===== src/rtmr_params.svh =====
`ifndef RTMR_PARAMS_SVH
`define RTMR_PARAMS_SVH
// ----------------------------------------
// register offsets
// ----------------------------------------
`define RTMR_OFF_CTRL     8'h00
`define RTMR_OFF_COUNT    8'h01
`define RTMR_OFF_RELOAD   8'h02
`define RTMR_OFF_STATUS   8'h03
`define RTMR_OFF_MASK     8'h04
// ----------------------------------------
// control field positions
// ----------------------------------------
`define RTMR_CTRL_EN      0
`define RTMR_CTRL_MODE_LO 1
`define RTMR_CTRL_MODE_HI 2
`define RTMR_CTRL_PRE_LO  3
`define RTMR_CTRL_PRE_HI  5
`define RTMR_CTRL_POL     6
`define RTMR_CTRL_OUTEN   7
// ----------------------------------------
// reset and reload values
// ----------------------------------------
`define RTMR_CTRL_RST     8'h00
`define RTMR_COUNT_RST    16'h0000
`define RTMR_RELOAD_RST   16'h0000
`define RTMR_COUNT_RESTART 16'h0001
`define RTMR_PRE_MAX_LOG  3'h7
`define RTMR_STAT_RELOAD  0
`endif


===== src/rtmr_pkg.sv =====
package rtmr_pkg;
	typedef enum logic [1:0] {
		RTMR_ONE_SHOT,
		RTMR_CONTINUOUS,
		RTMR_COUNTER,
		RTMR_RESERVED
	} rtmr_mode_t;
endpackage : rtmr_pkg


===== src/rtmr_prescaler.sv =====
`include "rtmr_params.svh"
module rtmr_prescaler
	import rtmr_pkg::*;
#(
	parameter int PRE_BITS = 7
) (
	input  wire logic       clk,
	input  wire logic       srst,
	input  wire logic       run,
	input  wire logic [2:0] div_log,
	output logic            tick
);
	initial begin
		if (PRE_BITS != 7) $error("prescaler must span 1..128");
	end

	logic [PRE_BITS-1:0] cnt_q;
	logic [PRE_BITS-1:0] limit;
	logic                wrap;

	// divide by 2**div_log, 1 to 128
	assign limit = PRE_BITS'((8'h01 << div_log) - 8'h01);
	assign wrap  = (cnt_q >= limit);
	assign tick  = run && wrap;

	always_ff @(posedge clk) begin
		if (srst || !run || wrap) begin
			cnt_q <= '0;
		end else begin
			cnt_q <= cnt_q + PRE_BITS'(1);
		end
	end
endmodule : rtmr_prescaler


===== src/rtmr_timer.sv =====
// Function
// - sixteen-bit counter counting up on each qualified event.
// - prescaler divides system clock by 1 up to 128.
// - count wraps from ffff to 0000 and keeps going.
// - reload 0001 shortest, reload 0000 means full wrap, longest.
// - one-shot reload raises interrupt, count to 0001, clears enable.
// - one-shot output inverts for one clock at reload.
// - one-shot and continuous count prescaled clock only.
// - continuous reload raises interrupt, count to 0001, keeps running.
// - continuous output toggles at every reload.
// - written start count only first pass, then from 0001.
// - counter mode counts input edges chosen by polarity bit.
// - counter mode bypasses prescaler, one edge one count.
// - counter reload raises interrupt, count to 0001, toggles output.
// - polarity bit sets initial output level in counter mode.
//
// Added by the designer: the strobed register port and the register offsets.
`include "rtmr_params.svh"
module rtmr_timer
	import rtmr_pkg::*;
#(
	parameter int WIDTH = 16
) (
	input  wire logic        clk,
	input  wire logic        srst,
	input  wire logic [7:0]  addr,
	input  wire logic [15:0] wdata,
	input  wire logic        wr,
	input  wire logic        rd,
	output logic      [15:0] rdata,
	input  wire logic        timer_in,
	output logic             timer_out,
	output logic             irq_pulse,
	output logic             irq
);
	initial begin
		if (WIDTH != 16) $error("counter width must be 16");
	end

	// ----------------------------------------
	// registers
	// ----------------------------------------
	logic [7:0]       ctrl_q;
	logic [WIDTH-1:0] count_q;
	logic [WIDTH-1:0] reload_q;
	logic             stat_q;
	logic             mask_q;
	logic             in_q;
	logic             in_prev_q;
	logic             out_lvl_q;

	wire rtmr_mode_t  mode     = rtmr_mode_t'(ctrl_q[`RTMR_CTRL_MODE_HI:`RTMR_CTRL_MODE_LO]);
	wire              enabled  = ctrl_q[`RTMR_CTRL_EN];
	wire              pol      = ctrl_q[`RTMR_CTRL_POL];
	wire              out_en   = ctrl_q[`RTMR_CTRL_OUTEN];
	wire [2:0]        div_log  = ctrl_q[`RTMR_CTRL_PRE_HI:`RTMR_CTRL_PRE_LO];
	wire              wr_ctrl  = wr && (addr == `RTMR_OFF_CTRL);
	wire              wr_count = wr && (addr == `RTMR_OFF_COUNT);
	wire              wr_rel   = wr && (addr == `RTMR_OFF_RELOAD);
	wire              wr_stat  = wr && (addr == `RTMR_OFF_STATUS);
	wire              wr_mask  = wr && (addr == `RTMR_OFF_MASK);

	// ----------------------------------------
	// count source
	// ----------------------------------------
	logic pre_tick;
	wire  is_counter = (mode == RTMR_COUNTER);

	rtmr_prescaler #(
		.PRE_BITS(7)
	) u_pre (
		.clk    (clk),
		.srst   (srst),
		.run    (enabled && !is_counter),
		.div_log(div_log),
		.tick   (pre_tick)
	);

	// inputs are synchronous; two stages, in_q and in_prev_q, to find the edge
	wire in_rise  = in_q && !in_prev_q;
	wire in_fall  = !in_q && in_prev_q;
	wire edge_hit = pol ? in_rise : in_fall;
	wire step     = enabled && (is_counter ? edge_hit : pre_tick);
	wire at_rel   = (count_q == reload_q);
	wire reload_ev = step && at_rel;

	// ----------------------------------------
	// counter and control
	// ----------------------------------------
	wire [WIDTH-1:0] count_d = reload_ev ? `RTMR_COUNT_RESTART
	                         : step ? count_q + WIDTH'(1)
	                         : count_q;
	wire             ctrl_clear_en = reload_ev && (mode == RTMR_ONE_SHOT);

	always_ff @(posedge clk) begin
		if (srst) begin
			ctrl_q    <= `RTMR_CTRL_RST;
			count_q   <= `RTMR_COUNT_RST;
			reload_q  <= `RTMR_RELOAD_RST;
			mask_q    <= 1'b0;
			in_q      <= 1'b0;
			in_prev_q <= 1'b0;
		end else begin
			in_q      <= timer_in;
			in_prev_q <= in_q;
			if (wr_ctrl) begin
				ctrl_q <= wdata[7:0];
			end else if (ctrl_clear_en) begin
				ctrl_q[`RTMR_CTRL_EN] <= 1'b0;
			end
			count_q  <= wr_count ? wdata : count_d;
			if (wr_rel) begin
				reload_q <= wdata;
			end
			if (wr_mask) begin
				mask_q <= wdata[`RTMR_STAT_RELOAD];
			end
		end
	end

	// ----------------------------------------
	// output pin
	// ----------------------------------------
	// level is preset from polarity while disabled, so counter mode starts right
	always_ff @(posedge clk) begin
		if (srst) begin
			out_lvl_q <= 1'b0;
			timer_out <= 1'b0;
		end else begin
			if (!enabled) begin
				out_lvl_q <= pol;
			end else if (reload_ev && out_en && mode != RTMR_ONE_SHOT) begin
				out_lvl_q <= !out_lvl_q;
			end
			if (!out_en && !is_counter) begin
				timer_out <= pol;
			end else if (reload_ev && mode == RTMR_ONE_SHOT) begin
				timer_out <= !pol;
			end else if (mode == RTMR_ONE_SHOT) begin
				timer_out <= pol;
			end else if (reload_ev && out_en) begin
				timer_out <= !out_lvl_q;
			end else begin
				timer_out <= out_lvl_q;
			end
		end
	end

	// ----------------------------------------
	// interrupts and read port
	// ----------------------------------------
	always_ff @(posedge clk) begin
		if (srst) begin
			stat_q    <= 1'b0;
			irq_pulse <= 1'b0;
			irq       <= 1'b0;
			rdata     <= 16'h0000;
		end else begin
			irq_pulse <= reload_ev;
			// set wins over write-one clear
			stat_q    <= reload_ev || (stat_q && !(wr_stat && wdata[`RTMR_STAT_RELOAD]));
			irq       <= (reload_ev || (stat_q && !(wr_stat && wdata[`RTMR_STAT_RELOAD])))
			             && (wr_mask ? wdata[`RTMR_STAT_RELOAD] : mask_q);
			if (rd) begin
				unique case (addr)
					`RTMR_OFF_CTRL:   rdata <= {8'h00, ctrl_q};
					`RTMR_OFF_COUNT:  rdata <= count_q;
					`RTMR_OFF_RELOAD: rdata <= reload_q;
					`RTMR_OFF_STATUS: rdata <= {15'h0000, stat_q};
					`RTMR_OFF_MASK:   rdata <= {15'h0000, mask_q};
					default:          rdata <= 16'h0000;
				endcase
			end else begin
				rdata <= 16'h0000;
			end
		end
	end
endmodule : rtmr_timer


===== config.mk =====
export PLATFORM = sky130hd
export DESIGN_NAME = rtmr_timer
export DESIGN_NICKNAME = d
export VERILOG_FILES = /design/src/rtmr_pkg.sv /design/src/rtmr_prescaler.sv /design/src/rtmr_timer.sv
export VERILOG_INCLUDE_DIRS = /design/src
export SDC_FILE = /design/constraint.sdc
export NUM_CORES = 1
export LEC_CHECK = 0
export BUFFER_PORTS_ARGS = -buffer_cell sky130_fd_sc_hd__buf_2
export CAP_MARGIN = 25
export CORE_MARGIN = 1.5
export CORE_UTILIZATION = 55
export CTS_CLUSTER_SIZE = 40
export DETAILED_ROUTE_END_ITERATION = 10
export GPL_TIMING_DRIVEN = 0
export PLACE_DENSITY = 0.76
export SYNTH_ARGS = -nofsm -noshare
export SYNTH_HDL_FRONTEND = slang
export SYNTH_SLANG_ARGS = --single-unit

===== constraint.sdc =====
create_clock -name clk -period 4.85 [get_ports clk]
set_clock_uncertainty 0.2 [all_clocks]
set_input_delay 0.485 -clock clk [delete_from_list [all_inputs] [get_ports clk]]
set_output_delay 0.485 -clock clk [all_outputs]
set_load 0.05 [all_outputs]

==> impl_metrics.csv <==
group,metric,value,unit
synthesis,synthArstFlopShare,0,%
placed_design,dp_cells,559,
clocking,post_cts_buffers,0,
run_status,outcome,"complete, but fails checks",
floorplan,die_x,84.8,um
timing,rsz0062_at_grt,"false",
clocking,cts_root_buffer,"clkbuf_8",
routing,drcViolationCount,2,
clocking,htreeDepth,3,
floorplan,start_util,57.3,%
routing,viasPerCell,5.81,
clocking,clock_latency,360,ps
placed_design,place_hpwl,6810,um
grt,track_usage,26.5,%
routing,drt_iter0_drc,240,
power_and_ir_drop,netSwitchingPower,272,uW
grt,grt_max_degree,14,
synthesis,yosysWarnings,0,
grt,grt_pass1_wl,14800,um
critical_path,endpoint_kind,"register",
synthesis,seq_area_frac_synth,38.7,%
timing,timing.fmax,328,MHz
power_and_ir_drop,power.density,287,nW/um2
min_path,hold_path.class,"input port to register",
synthesis,synth_edf_count,0,
timing,setup_viol,0,
critical_path,cp-start-kind,"register",
critical_path,required,4910,ps
routing,wl_per_cell,16.2,um
final_layout,diodes,0,
final_layout,final_util,66.1,%
critical_path,arrival,3110,ps
placed_design,gp_congestion,0.885,
timing,hold_viol_final,0,
critical_path,startpoint,"ctrl_q[5]",
job,drv_cap,0,
floorplan,coreArea,6420,um2
clocking,cts.sinks,71,
synthesis,synth_fp_nets,474,
critical_path,r2r-start,"ctrl_q[5]",
grt,grt_pass1_vias,3083,
timing,slew_viol_final,0,
synthesis,ys_ff_latch,71,
power_and_ir_drop,seqPwrFrac,47.9,%
floorplan,io_pins,48,
power_and_ir_drop,p_int,949,uW
timing,tightest_slew,954,ps
final_layout,syn2layout_area_growth,15.5,%
floorplan,die_h,84.8,um
timing,slew-limit-headroom,35.7,%
floorplan,die-area,7190,um2
clocking,cts_tree,"built",
placed_design,io_buffers,46,
synthesis,synth.avg_cell_area,8.43,um2
synthesis,syn-cell-area,3680,um2
power_and_ir_drop,clock_power_share,47.8,%
power_and_ir_drop,vdd.ir_drop.worst,0.000204,V
power_and_ir_drop,swShare,22.3,%
timing,setup_slack,1800,ps
clocking,clk_path_buf_depth,2,
floorplan,num_rows,29,
timing,fin_tns_setup,0,ps
min_path,min_from,"timer_in",
grt,antenna_found_initial,0,
timing,period_share,62.9,%
routing,postRouteAntennaNets,0,
synthesis,yosysUniqueCellTypes,54,
final_layout,stdcell_count,575,
timing,fin_crit,3050,ps
power_and_ir_drop,p_leak,1.63,nW
routing,wl,9290,um
final_layout,fillers,553,
final_layout,final_nets,531,
power_and_ir_drop,comb_power_share,4.3,%
clocking,numCtsBuffers,9,
final_layout,layout-drive-gt1-share,20.3,%
routing,vias,3340,
placed_design,pre_cts_ws,1840,ps
clocking,cts_resized,0,
synthesis,syn_inst,436,
run_status,violations,"DRC",
clocking,holdBufCountCts,0,
grt,grt-ovfl-total,0,
routing,dr.pass1.iters,10,
critical_path,path_max_fanout,10,
synthesis,ys.flop_type,"dfxtp_1",
critical_path,crit_type,"register to register",
clocking,clk_pin_slew_worst_paths,80,ps
[cell usage after synthesis, types with 6 or more instances]
library cell | count | area (um2)
nand3_1 | 28 | 140
dfxtp_1 | 71 | 1420
xnor2_1 | 19 | 166
nor2b_1 | 6 | 37.5
a21oi_1 | 28 | 140
o21ai_0 | 14 | 70.1
a211oi_1 | 10 | 75.1
a31oi_1 | 10 | 62.6
clkbuf_1 | 11 | 41.3
nand2_1 | 47 | 176
ha_1 | 9 | 113
xor2_1 | 7 | 61.3
nor2_1 | 62 | 233
mux2i_1 | 15 | 150
nor3_1 | 9 | 45.0
nand4_1 | 7 | 43.8
a22oi_1 | 9 | 67.6
[placed cells by master (no fill, tap or decap), types with 3 or more instances in the layout]
cell | Yosys | final
buf_4 | 5 | 5
nor3_1 | 9 | 9
inv_1 | 5 | 5
bufinv_16 | 0 | 3
dfxtp_1 | 71 | 71
o21ai_0 | 14 | 14
mux2i_1 | 15 | 15
nand2_1 | 47 | 47
and3_1 | 4 | 4
clkbuf_2 | 3 | 3
clkbuf_8 | 5 | 14
a21oi_1 | 28 | 28
a211oi_1 | 10 | 10
a22oi_1 | 9 | 9
nand4_1 | 7 | 7
a31oi_1 | 10 | 10
ha_1 | 9 | 9
nand3_1 | 28 | 28
clkbuf_1 | 11 | 11
nor2_1 | 62 | 62
nor2b_1 | 6 | 6
xnor2_1 | 19 | 19
buf_2 | 5 | 51
xor2_1 | 7 | 7
o31a_1 | 5 | 5
and2b_2 | 5 | 5
[power groups by stage]
stage	sequential [mW]	clock, mW	combinational (mW)
after global routing	0.585	0.608	0.0559
after detailed placement	0.599	0	0.0512
after CTS	0.585	0.589	0.0515
final	0.585	0.583	0.0525
after floorplan	0.598	0	0.0266
after global placement	0.598	0	0.0509
[path summary, 6_finish.rpt]
| kind | endpoint | slack [ps] | depth (start not counted) |
|---|---|---|---|
| worst max register to register | count_q[8] | 1800 | 10 |
| worst min register to register | u_pre.cnt_q[0] | 280 | 1 |
| worst max-delay path | count_q[8] | 1800 | 10 |
| worst min-delay path | in_q | 130 | 2 |
[metrics by stage]
step	hold slack [ps]	total power [mW]	area, um2
3_3_place_gp	260	0.649	4000
5_1_grt	161	1.25	4250
3_5_place_dp	269	0.650	4000
2_1_floorplan	241	0.625	3680
6_report	131	1.22	4250
4_1_cts	127	1.22	4250
[registers in the layout, indices dropped and copies added, names as in the netlist]
signal,count
irq_pulse,1
u_pre.cnt_q,7
out_lvl_q,1
irq,1
in_prev_q,1
count_q,16
rdata,16
ctrl_q,8
timer_out,1
reload_q,16
stat_q,1
mask_q,1
in_q,1
[worst max-delay path, cell delays in order, from the launching register on]
cell	delay, ps
dfxtp_1	310
clkbuf_1	360
o21ai_0	170
ha_1	320
and4_1	200
o21ai_0	120
o211ai_2	310
nor3b_1	280
buf_2	290
nand3b_1	120
a311oi_1	290
[metal layers]
metal / global-route usage [%] / share of wire, %
met1: 34.9 / 45
met2: 42.6 / 46
met4: 13.0 / 2.9
met3: 4.03 / 6.4
met5: 0 / 0
[cell families (layout without fill, tap and decap cells)]
family / after synthesis / after routing / share of synthesized area, %
XOR/XNOR: 26 / 26 / 6.19
flip-flops: 71 / 71 / 38.7
AND/OR/NAND/NOR: 192 / 192 / 26.0
multiplexers: 17 / 17 / 5.00
adder cells (fa/ha/maj): 9 / 9 / 3.06
AO/OA/AOI/OAI: 86 / 86 / 15.0
buffers and inverters: 35 / 97 / 6.02
[area by class of cell]
type	instances	area [um2]	share of cell area, %
clock buffer	9	124	2.92
buffer	30	203	4.77
clock inverter	7	120	2.83
timing repair buffer	46	230	5.42
inverter	5	18.8	0.442
tap	77	96.3	2.27
multi-input combinational	330	2030	47.9
sequential	71	1420	33.5
No activity file was read; power rests on OpenSTA's default activity.
